### config.mk
export PLATFORM = sky130hd
export DESIGN_NAME = cdc_io_seq
export DESIGN_NICKNAME = d
export VERILOG_FILES = /design/src/core/cdc_cycle_timer.v /design/src/core/cdc_io_seq.v
export VERILOG_INCLUDE_DIRS = /design/src /design/src/core
export SDC_FILE = /design/constraint.sdc
export NUM_CORES = 1
export LEC_CHECK = 0
export BUFFER_PORTS_ARGS = -buffer_cell sky130_fd_sc_hd__buf_2
export CAP_MARGIN = 20
export CORE_ASPECT_RATIO = 0.8
export CORE_MARGIN = 8
export CORE_UTILIZATION = 50
export DETAILED_ROUTE_END_ITERATION = 10
export PLACE_DENSITY_LB_ADDON = 0.3
export SLEW_MARGIN = 20
export SYNTH_ARGS = -nofsm -noshare
export SYNTH_HDL_FRONTEND = slang
export SYNTH_SLANG_ARGS = --single-unit
### constraint.sdc
create_clock -name clk -period 3.97 [get_ports clk]
set_clock_uncertainty 0.05 [all_clocks]
set_input_delay 0.397 -clock clk [delete_from_list [all_inputs] [get_ports clk]]
set_output_delay 0.397 -clock clk [all_outputs]
set_load 0.05 [all_outputs]
### src/core/cdc_consts.vh
// Constants for the machine-cycle sequencer.
// Included by the sequencer and its timing generator.
`ifndef CDC_CONSTS_VH
`define CDC_CONSTS_VH
// Machine states
`define CDC_ST_FETCH 2'h0
`define CDC_ST_EXEC 2'h1
`define CDC_ST_DMA 2'h2
`define CDC_ST_INT 2'h3
// Clocks per machine cycle and timing pulse slot
`define CDC_CYCLE_LEN 3'h4
`define CDC_TPA_SLOT 3'h1
`define CDC_WR_SLOT 3'h2
`define CDC_TPB_SLOT 3'h3
// Opcode groups
`define CDC_OP_IO 4'h6
`define CDC_OP_IDLE 8'h00
`define CDC_OP_RET 8'h70
`define CDC_OP_DIS 8'h71
`define CDC_OP_OUT_LO 4'h1
`define CDC_OP_OUT_HI 4'h7
`define CDC_OP_IN_LO 4'h9
// Interrupt vector selectors
`define CDC_INT_X 4'h2
`define CDC_INT_P 4'h1
// Reset values
`define CDC_IE_RESET 1'b1
`define CDC_PTR_RESET 16'h0000
`endif

### src/core/cdc_cycle_timer.v
// Counts the clocks inside one machine cycle and marks its slots.
// Assumes one clock; no clock enable, synchronous active-low reset.
`timescale 1ns/100ps
`include "cdc_consts.vh"
module cdc_cycle_timer #(
    parameter CW = 3
) (
    input wire clk,
    input wire rstn,
    output reg [CW-1:0] slot_q,
    output wire lastSlot
);
    wire [CW-1:0] lastVal;
    assign lastVal = `CDC_CYCLE_LEN - 3'h1;
    assign lastSlot = (slot_q == lastVal);
    // Free-running slot counter, wraps at end of cycle
    always @(posedge clk) begin
        if (!rstn) begin
            slot_q <= {CW{1'b0}};
        end else if (lastSlot) begin
            slot_q <= {CW{1'b0}};
        end else begin
            slot_q <= slot_q + {{(CW-1){1'b0}}, 1'b1};
        end
    end
endmodule

### src/core/cdc_io_seq.v
// Machine-cycle sequencer for fetch, I/O execute, DMA and interrupt entry.
// Assumes external memory and I/O on a shared bus, one clock domain.
// Function
// [RULE1] Fetch asserts read strobe and loads opcode high and low fields.
// [RULE2] Input execute is a write cycle with a low write pulse.
// [RULE3] Input byte goes to memory at I/O pointer and accumulator.
// [RULE4] Read strobe stays high through an input execute cycle.
// [RULE5] Opcode 69-6F presents low three bits for input device select.
// [RULE6] Output execute reads memory at I/O pointer, then increments it.
// [RULE7] Opcode 61-67 presents low three bits during output execute.
// [RULE8] Output device latches on timing pulse, select and read strobe.
// [RULE9] DMA waits until the current instruction cycle completes.
// [RULE10] DMA requests sampled at timing pulse ending execute, DMA, irq.
// [RULE11] DMA write is a write cycle at DMA pointer, read strobe high.
// [RULE12] DMA pointer increments after each DMA input transfer.
// [RULE13] DMA read is a read cycle at DMA pointer, then increments.
// [RULE14] DMA output receiver strobes during DMA state on timing pulse.
// [RULE15] Request withdrawn in DMA state leads to fetch next.
// [RULE16] Interrupt sampled at end of execute, taken only if enabled.
// [RULE17] Interrupt state saves selectors, loads 2 and 1.
// [RULE18] Entering interrupt state clears interrupt enable.
// [RULE19] Cycle after interrupt state is a fetch with new counter; the code enters DMA instead when a DMA request is pending.
// [RULE20] DMA beats interrupt when both pending.
// [RULE21] Reset sets interrupt enable; return sets, disable clears it.
`timescale 1ns/100ps
`include "cdc_consts.vh"
module cdc_io_seq #(
    parameter AW = 16,
    parameter DW = 8
) (
    input wire clk,
    input wire rstn,
    input wire [DW-1:0] dataIn,
    input wire dmaWriteRequestN,
    input wire dmaReadRequestN,
    input wire interruptRequestN,
    input wire [AW-1:0] ioPointerIn,
    input wire [AW-1:0] fetchAddrIn,
    output reg [AW-1:0] address_q,
    output reg [DW-1:0] dataOut_q,
    output reg dataOutEn_q,
    output reg memoryReadStrobeN_q,
    output reg memoryWriteStrobeN_q,
    output reg timingPulseA_q,
    output reg timingPulseB_q,
    output reg [2:0] ioSelect_q,
    output reg [1:0] state_q,
    output reg [3:0] upperOpCode_q,
    output reg [3:0] lowOpcodeField_q,
    output reg [DW-1:0] accumulator_q,
    output reg [AW-1:0] ioMemoryPointer_q,
    output reg [AW-1:0] dmaPointer_q,
    output reg [3:0] dataPointerSelect_q,
    output reg [3:0] counterSelector_q,
    output reg [7:0] savedXpReg_q,
    output reg interruptEnableFlag_q,
    output reg ioPointerIncr_q
);
    wire [2:0] slot;
    wire lastSlot;
    reg [1:0] state_d;
    reg dmaWrSampled_q;
    reg dmaRdSampled_q;
    reg irqSampled_q;
    wire isIoOp;
    wire isOutOp;
    wire isInOp;
    wire [7:0] opcode;
    wire [AW-1:0] one;
    // Decode of the coming cycle and cycle-class helpers
    wire [7:0] opNext;
    wire nextIsIo;
    wire nextIsOut;
    wire nextIsIn;
    wire fetchEnd;
    wire sampleEdge;
    wire writeEdge;
    wire dmaPending;
    wire irqTaken;
    wire dmaWriteCycle;
    reg dmaIsWrite_q;
    reg cycRead;
    reg cycWrite;
    reg [AW-1:0] address_d;
    reg [2:0] ioSelect_d;

    cdc_cycle_timer #(
        .CW(3)
    ) uTimer (
        .clk(clk),
        .rstn(rstn),
        .slot_q(slot),
        .lastSlot(lastSlot)
    );

    assign one = {{(AW-1){1'b0}}, 1'b1};
    assign opcode = {upperOpCode_q, lowOpcodeField_q};
    assign isIoOp = (upperOpCode_q == `CDC_OP_IO);
    // Output 61-67, input 69-6F
    assign isOutOp = isIoOp && (lowOpcodeField_q >= `CDC_OP_OUT_LO)
        && (lowOpcodeField_q <= `CDC_OP_OUT_HI);
    assign isInOp = isIoOp && (lowOpcodeField_q >= `CDC_OP_IN_LO);

    // Opcode of the coming cycle; at fetch end it is still on the bus
    assign fetchEnd = (state_q == `CDC_ST_FETCH) && lastSlot;
    assign opNext = fetchEnd ? dataIn[7:0] : opcode;
    assign nextIsIo = (opNext[7:4] == `CDC_OP_IO);
    assign nextIsOut = nextIsIo && (opNext[3:0] >= `CDC_OP_OUT_LO)
        && (opNext[3:0] <= `CDC_OP_OUT_HI);
    assign nextIsIn = nextIsIo && (opNext[3:0] >= `CDC_OP_IN_LO);

    // Slot markers and pending requests
    assign sampleEdge = (slot == `CDC_TPB_SLOT - 3'h1);
    assign writeEdge = (slot == `CDC_WR_SLOT - 3'h1);
    assign dmaPending = dmaWrSampled_q || dmaRdSampled_q;
    assign irqTaken = irqSampled_q && interruptEnableFlag_q;

    // DMA direction, frozen once the DMA cycle has begun
    assign dmaWriteCycle = (state_q == `CDC_ST_DMA) ? dmaIsWrite_q
        : dmaWrSampled_q;

    // DMA requests sampled with timing pulse B
    always @(posedge clk) begin
        if (!rstn) begin
            dmaWrSampled_q <= 1'b0;
            dmaRdSampled_q <= 1'b0;
        end else if (sampleEdge) begin
            dmaWrSampled_q <= !dmaWriteRequestN; // [RULE10]
            dmaRdSampled_q <= !dmaReadRequestN; // [RULE10]
        end
    end

    // Interrupt request sampled at the same point
    always @(posedge clk) begin
        if (!rstn) begin
            irqSampled_q <= 1'b0;
        end else if (sampleEdge) begin
            irqSampled_q <= !interruptRequestN; // [RULE16]
        end
    end

    // Next machine state chosen at end of cycle
    always @* begin
        state_d = state_q;
        if (lastSlot) begin
            case (state_q)
                `CDC_ST_FETCH: begin
                    // [RULE9] fetch always runs into its execute
                    state_d = `CDC_ST_EXEC;
                end
                `CDC_ST_EXEC, `CDC_ST_DMA, `CDC_ST_INT: begin
                    if (dmaPending) begin
                        state_d = `CDC_ST_DMA; // [RULE20] [RULE9]
                    end else if (state_q == `CDC_ST_EXEC && irqTaken) begin
                        state_d = `CDC_ST_INT; // [RULE16]
                    end else if (state_q == `CDC_ST_EXEC
                        && opcode == `CDC_OP_IDLE) begin
                        state_d = `CDC_ST_EXEC;
                    end else begin
                        state_d = `CDC_ST_FETCH; // [RULE15] [RULE19]
                    end
                end
                default: begin
                    state_d = `CDC_ST_FETCH;
                end
            endcase
        end
    end

    // State register
    always @(posedge clk) begin
        if (!rstn) begin
            state_q <= `CDC_ST_FETCH;
        end else begin
            state_q <= state_d;
        end
    end

    // Timing pulse A, one clock in slot 1
    always @(posedge clk) begin
        if (!rstn) begin
            timingPulseA_q <= 1'b0;
        end else begin
            timingPulseA_q <= (slot == `CDC_TPA_SLOT - 3'h1);
        end
    end

    // Timing pulse B, one clock in slot 3, launched with request sampling
    always @(posedge clk) begin
        if (!rstn) begin
            timingPulseB_q <= 1'b0;
        end else begin
            timingPulseB_q <= sampleEdge; // [RULE10]
        end
    end

    // Memory cycle class, address and selects of the coming cycle
    always @* begin
        cycRead = 1'b0;
        cycWrite = 1'b0;
        address_d = address_q;
        ioSelect_d = 3'h0;
        case (state_d)
            `CDC_ST_FETCH: begin
                cycRead = 1'b1; // [RULE1]
                address_d = fetchAddrIn;
            end
            `CDC_ST_EXEC: begin
                address_d = ioMemoryPointer_q;
                if (nextIsIn) begin
                    // Memory kept off the bus from the first clock
                    cycWrite = 1'b1; // [RULE2] [RULE4]
                    ioSelect_d = opNext[2:0]; // [RULE5]
                end else if (nextIsOut) begin
                    cycRead = 1'b1; // [RULE6]
                    ioSelect_d = opNext[2:0]; // [RULE7] [RULE8]
                end else begin
                    cycRead = 1'b1;
                end
            end
            `CDC_ST_DMA: begin
                address_d = dmaPointer_q;
                if (dmaWriteCycle) begin
                    cycWrite = 1'b1; // [RULE11]
                end else begin
                    cycRead = 1'b1; // [RULE13] [RULE14]
                end
            end
            `CDC_ST_INT: begin
                // Non-memory cycle: both strobes stay high
                cycRead = 1'b0;
            end
            default: begin
                cycRead = 1'b0;
            end
        endcase
    end

    // Strobes, address and I/O selects registered for the pins
    always @(posedge clk) begin
        if (!rstn) begin
            memoryReadStrobeN_q <= 1'b1;
            memoryWriteStrobeN_q <= 1'b1;
            address_q <= `CDC_PTR_RESET;
            ioSelect_q <= 3'h0;
            dataOut_q <= {DW{1'b0}};
            dataOutEn_q <= 1'b0;
        end else begin
            memoryReadStrobeN_q <= !cycRead; // [RULE4]
            // Write pulse lands in slot 2 of a write cycle
            memoryWriteStrobeN_q <= !(cycWrite && writeEdge); // [RULE2]
            address_q <= address_d;
            ioSelect_q <= ioSelect_d;
            dataOut_q <= {DW{1'b0}};
            dataOutEn_q <= 1'b0;
        end
    end

    // Opcode fields loaded at the end of fetch
    always @(posedge clk) begin
        if (!rstn) begin
            upperOpCode_q <= 4'h0;
            lowOpcodeField_q <= 4'h0;
        end else if (fetchEnd) begin
            upperOpCode_q <= dataIn[7:4]; // [RULE1]
            lowOpcodeField_q <= dataIn[3:0]; // [RULE1]
        end
    end

    // Accumulator takes the input byte at the end of an input execute
    always @(posedge clk) begin
        if (!rstn) begin
            accumulator_q <= {DW{1'b0}};
        end else if (state_q == `CDC_ST_EXEC && lastSlot && isInOp) begin
            accumulator_q <= dataIn; // [RULE3]
        end
    end

    // I/O pointer: loaded during fetch, advanced after an output byte
    always @(posedge clk) begin
        if (!rstn) begin
            ioMemoryPointer_q <= `CDC_PTR_RESET;
        end else if (state_q == `CDC_ST_FETCH && sampleEdge) begin
            // Loaded before fetch ends so the execute address is ready
            ioMemoryPointer_q <= ioPointerIn;
        end else if (state_q == `CDC_ST_EXEC && lastSlot && isOutOp) begin
            ioMemoryPointer_q <= ioMemoryPointer_q + one; // [RULE6]
        end
    end

    // Pulse marking each I/O pointer advance
    always @(posedge clk) begin
        if (!rstn) begin
            ioPointerIncr_q <= 1'b0;
        end else begin
            ioPointerIncr_q <= (state_q == `CDC_ST_EXEC) && lastSlot
                && isOutOp; // [RULE6]
        end
    end

    // DMA pointer advances after every DMA byte, both directions
    always @(posedge clk) begin
        if (!rstn) begin
            dmaPointer_q <= `CDC_PTR_RESET;
        end else if (state_q == `CDC_ST_DMA && lastSlot) begin
            dmaPointer_q <= dmaPointer_q + one; // [RULE12] [RULE13]
        end
    end

    // Direction of a DMA cycle, held so a late withdrawal cannot flip it
    always @(posedge clk) begin
        if (!rstn) begin
            dmaIsWrite_q <= 1'b0;
        end else if (lastSlot) begin
            dmaIsWrite_q <= dmaWrSampled_q; // [RULE11]
        end
    end

    // Selector save on interrupt entry
    always @(posedge clk) begin
        if (!rstn) begin
            dataPointerSelect_q <= 4'h0;
            counterSelector_q <= 4'h0;
            savedXpReg_q <= 8'h00;
        end else if (lastSlot && state_d == `CDC_ST_INT) begin
            savedXpReg_q <= {dataPointerSelect_q,
                counterSelector_q}; // [RULE17]
            dataPointerSelect_q <= `CDC_INT_X; // [RULE17]
            counterSelector_q <= `CDC_INT_P; // [RULE17] [RULE19]
        end
    end

    // Interrupt enable: set by reset and return, cleared on entry
    always @(posedge clk) begin
        if (!rstn) begin
            interruptEnableFlag_q <= `CDC_IE_RESET; // [RULE21]
        end else if (lastSlot && state_d == `CDC_ST_INT) begin
            interruptEnableFlag_q <= 1'b0; // [RULE18]
        end else if (lastSlot && state_q == `CDC_ST_EXEC
            && opcode == `CDC_OP_RET) begin
            interruptEnableFlag_q <= 1'b1; // [RULE21]
        end else if (lastSlot && state_q == `CDC_ST_EXEC
            && opcode == `CDC_OP_DIS) begin
            interruptEnableFlag_q <= 1'b0; // [RULE21]
        end
    end
endmodule

# Word-level counts from Yosys, hierarchy flattened

Cells that the tools add are included.

Bits in writable memories: 0
Input port bits: 45
Bits in registers: 84
Bits in read-only memories: 0
Latch bits: 0
Memories: 0
Logic and storage cells: 100
Output and inout bits: 100

Shift operators: 0
Divide/modulo/power cells: 0
Magnitude comparators: 6
Multipliers: 0
Eq/ne operators: 13
Bitwise gates (word level): 1
Muxes and demuxes: 21
Add/sub/neg operators: 3
Reductions and logical operators: 35

Operators by type and width:

| operator              | number |
|---|---|
| $pmux 16 s3           | 1 |
| $add 16x1->16 const B | 2 |
| $mux 16               | 2 |
| $logic_and 1x1->1     | 19 |
| $eq 8x7->1 const B    | 2 |
| $mux 1                | 9 |
| $eq 2x2->1 const B    | 4 |
| $eq 4x3->1 const B    | 2 |
| $ge 4x1->1 const B    | 2 |
| $ge 4x4->1 const B    | 2 |
| $le 4x3->1 const B    | 2 |
| $logic_not 8->1       | 1 |
| $mux 8                | 1 |
| $eq 3x2->1 const B    | 2 |
| $mux 2                | 3 |
| $mux 3                | 2 |
| $reduce_bool 3->1     | 2 |
| $logic_not 1->1       | 5 |
| $eq 2x1->1 const B    | 2 |
| $logic_not 2->1       | 2 |
| $pmux 1 s4            | 1 |
| $pmux 2 s2            | 1 |
| $add 3x1->3 const B   | 1 |
| $eq 3x1->1 const B    | 1 |
| other kinds (8)       | 8 |

# Longest topological paths before layout

Word-level depth: 11
Depth in mapped cells: 15
Depth with buffers taken out: 11

# Modules after synthesis

Synthesis repeated with hierarchy kept, for this count alone.

Cells, all modules: 485
Area total of the unflattened synthesis: 4166.5 µm²

By module, submodules not included:

| module          | instances | area each (µm²) | cells each | sequential area each (µm²) |
|---|---|---|---|---|
| cdc_io_seq      | 1         | 4053.9          | 476        | 1621.6 |
| cdc_cycle_timer | 1         | 112.6           | 9          | 60.1 |

# Least setup slack after synthesis

No wires, ideal clock.

Path kind: register -> register
Start: register uTimer.slot_q[0]
End: register address_q[10]
Data required time: 3.792 ns
Path buffers: 4
Period minus slack after synthesis: 3.066 ns
Library setup time: 0.128 ns
Cell stages (with the launch flop): 16
Data arrival time: 2.888 ns
Path slack: 0.904 ns
Cell sequence: dfxtp_1 -> ha_1 -> ha_1 -> buf_2 -> nor3b_1 -> buf_2 -> a21oi_1 -> o21ai_0 -> inv_1 -> ha_1 -> clkbuf_1 -> clkbuf_1 -> a221oi_1 -> nor3_1 -> a21oi_1 -> nor2_1

Word-level cells in the longest chain between the ends: 4
Elaborated cells between the ends (all ways): 7
Those cells by class: eq/ne: 3; mux: 2; reduce/logical: 2

Ends and longest elaborated chain:

| item                                             | line                 | source |
|---|---|---|
| from (decl)                                      | cdc_cycle_timer.v:10 | `output reg [CW-1:0] slot_q,` |
| from (signal assigned)                           | cdc_cycle_timer.v:19 | `slot_q <= {CW{1'b0}};` |
| from (signal assigned)                           | cdc_cycle_timer.v:21 | `slot_q <= {CW{1'b0}};` |
| from (signal assigned)                           | cdc_cycle_timer.v:23 | `slot_q <= slot_q + {{(CW-1){1'b0}}, 1'b1};` |
| $eq 3x2->1 (*)                                   | cdc_cycle_timer.v:15 | `assign lastSlot = (slot_q == lastVal);` |
| $mux 2 (*)                                       | cdc_io_seq.v:145     | `if (lastSlot) begin` |
| named net state_d[0]                             | cdc_io_seq.v:61      | `reg [1:0] state_d;` |
| $eq 2x2->1 (tied with other cells)               | cdc_io_seq.v:203     | `case (state_d)` |
| $pmux 16 s3 or $reduce_bool 3->1 (tied branches) | n/a                  |  |
| to (signal assigned)                             | cdc_io_seq.v:244     | `` address_q <= `CDC_PTR_RESET; `` |
| to (signal assigned)                             | cdc_io_seq.v:252     | `address_q <= address_d;` |
| to (decl)                                        | cdc_io_seq.v:39      | `output reg [AW-1:0] address_q,` |

The timed path passes the listed nets; every way through them passes the cells marked *.
A chain may end at the register's enable or synchronous reset.

# Worst setup path in the final report

Start: register uTimer.slot_q[0]
End: register address_q[5]

The elaborated chain is that of the path after synthesis.

==> flow_metrics.tcl <==
set metrics [dict create \
    placed_cells 698 \
    die_x_um 118 \
    instances_no_fill 713 \
    start_kind "flip-flop" \
    core_area_um2 8330 \
    drive_gt1_share_pct 24.5 \
    diodes 0 \
    dieArea_um2 11600 \
    worstPathMaxFanout 33 \
    finalHoldViolations 0 \
    vias 4020 \
    cts.sinks 84 \
    yosysWarnings 0 \
    yosys.area.top_type_share_pct 40.0 \
    ys_seq_area_share_pct 40.0 \
    grt_first_pass_wirelength_um 19900 \
    grt_overflow 0 \
    crit_chain "ha_1 -> ha_1 -> nor3b_1 -> inv_1 -> o21ai_0 -> inv_1 -> ha_1 -> a221oi_1 -> nor3_1 -> a21oi_1 -> nor2_1" \
    place_area_um2 4780 \
    numCtsBuffers 9 \
    nets 653 \
    post-cts-setup-buffers 0 \
    firstDrtPassIters 4 \
    slowest_delay_ns 0.68 \
    final_util_pct 59.8 \
    clk_latency_ns 0.35 \
    final_area_um2 4980 \
    cp_slowest_cell "ha_1" \
    async_flop_share_pct 0 \
    ctsResizeCount 0 \
    setup_viol 0 \
    clk_path_buf_depth 2 \
    max_freq_mhz 289 \
    remaining_drc_errors 0 \
    crit_required_ns 4.14 \
    outcome "finished, final reports clean" \
    critPathCaptureType "flip-flop" \
    io_pins 145 \
    fin_setup_tns_ns 0 \
    wl_per_cell_um 17.5 \
    synth_seq_cells 84 \
    worstPathArrival_ns 3.63 \
    vdd_ir_drop_max_uv 181 \
    avgSynthCellArea_um2 8.56 \
    grtUsageTotal_pct 21.0 \
    synthFlopType "dfxtp_1" \
    hold_path.class "in -> reg" \
    cts-root-buf "clkbuf_8" \
    synth_edf_count 0 \
    crit_type "reg -> reg" \
    hp-start "dmaReadRequestN" \
    port_buffers 123 \
    fin_crit_sh_pct 87.1 \
    synth_top_area_cell "dfxtp_1" \
    synth_area_um2 4200 \
    std_cell_rows 30 \
    pre_cts_ws_ns 0.618 \
    r2r_start "uTimer.slot_q[0]" \
    antenna_found_initial 0 \
    cellLeakagePower_nw 2.21 \
    critPathLaunch "uTimer.slot_q[0]" \
    grt_max_degree 52 \
    yosys-top-cells-area "dfxtp_1 40%, mux2i_1 5.7%, nor2_1 4.9%, buf_4 4.1%, a221oi_1 3.3%" \
    cts_tree "yes" \
    path_buf_inv 2 \
    post-route-worst-setup-slack_ns 0.511 \
    gp_congestion 0.899 \
    area.growth.synth_to_final_pct 18.6 \
    worst_path_most_repeated_cell "ha_1" \
    start_util_pct 50.4 \
    synthCells 491 \
    dp_hpwl_um 9350 \
    drv_cap 0 \
    finalMaxSlewViolations 0 \
    die_h_um 98.0 \
    h-tree-depth 3 \
    tightestPinTransition_ns 0.933 \
    finalPower_mw 2.15 \
    viasPerCell 5.64 \
    slew_headroom_pct 37.8 \
    drt_iter0_markers 318 \
    rsz0062_at_grt "false" \
    cts.hold.buffers_added 0 \
    grt_pass1_vias 3883 \
    clk_pin_slew_ns 0.08 \
    hold_slack_ns 0.170 \
    ant_nets 0 \
    pwr_density_cell_nw_per_um2 431 \
    yosysUniqueCellTypes 50 \
    critPathTopFamily "adder cells" \
    routed_wl_um 12500 \
    period_minus_slack_ns 3.46 \
]
## cell families after synthesis
logic type,count (synthesis),share of synthesized area [%]
muxes,25,5.99
adders and majority gates,11,3.28
DFF,84,40.0
and+or+nand+nor,197,25.8
xor gates and xnor gates,11,2.29
buffers and inverters,65,7.92
AOI/OAI and AO/OA,97,14.6
other,1,0.0893
## cell type report
class / instances / area (µm²)
Fill cell: 790 / 3350
Multi-Input combinational cell: 362 / 2270
Sequential cell: 84 / 1680
Timing Repair Buffer: 126 / 638
Tap cell: 112 / 140
Clock buffer: 10 / 128
Clock inverter: 5 / 77.6
Inverter: 14 / 52.6
## Yosys cell counts, types with 2 or more instances
cell type / count
and3_1: 9
a311oi_1: 3
mux2i_1: 24
nor4_1: 6
a21oi_1: 27
or4_1: 3
and4b_1: 2
nor2b_1: 20
a221oi_1: 16
nor3_1: 22
and3b_1: 3
nand2b_1: 4
clkbuf_1: 25
a31oi_1: 9
nand4_1: 9
nand4b_1: 3
or3_1: 10
nand3_1: 12
inv_1: 13
buf_2: 2
xor2_1: 5
o21ai_0: 27
buf_4: 23
and2_1: 8
nor2_1: 55
nand2_1: 14
o31ai_1: 3
nand3b_1: 2
o311ai_0: 2
xnor2_1: 6
dfxtp_1: 84
and4_1: 5
nor3b_1: 4
ha_1: 11
a211oi_1: 5
## report_power, final
part	switching (mW)	internal (mW)	total (mW)	leakage, nW
sequential	0.0701	0.899	0.969	0.685
combinational	0.381	0.145	0.526	1.43
clock	0.304	0.349	0.653	0.102
## layer usage
layer | share of wire [%] | vias to the layer above | wire length, µm | global-route usage (%)
li1 | - | 1939 | - | -
met2 | 44 | 166 | 5540 | 33.0
met4 | 1.1 | 0 | 143 | 5.63
met5 | 0 | - | 0 | 0
met1 | 46 | 1893 | 5790 | 26.8
met3 | 8.1 | 22 | 1010 | 7.04
## sequential cells by signal, summed over array words and instances, names as in the netlist, 2 cells and up
| register | cells |
|---|---|
| lowOpcodeField_q | 4 |
| dmaPointer_q | 16 |
| accumulator_q | 8 |
| ioMemoryPointer_q | 16 |
| state_q | 2 |
| address_q | 16 |
| uTimer.slot_q | 3 |
| upperOpCode_q | 4 |
| ioSelect_q | 3 |
## path summary, 6_finish.rpt
kind | to | slack [ns] | cells after the start
worst max-delay path | address_q[5] | 0.51 | 11
worst min-delay path | dmaRdSampled_q | 0.17 | 2
worst max register to register | address_q[5] | 0.51 | 11
worst min register to register | accumulator_q[5] | 0.44 | 2
## placed cells by master, fill, tap and decap left out, types with 9 or more instances in the layout
cell	count
inv_1	13
mux2i_1	24
nor3_1	22
clkbuf_8	9
nand2_1	14
dfxtp_1	84
or3_1	10
ha_1	11
nand3_1	12
and3_1	9
conb_1	21
a221oi_1	16
buf_2	123
nand4_1	9
a21oi_1	27
a31oi_1	9
nor2b_1	20
o21ai_0	27
nor2_1	55
No activity file was read; power rests on OpenSTA's default activity.
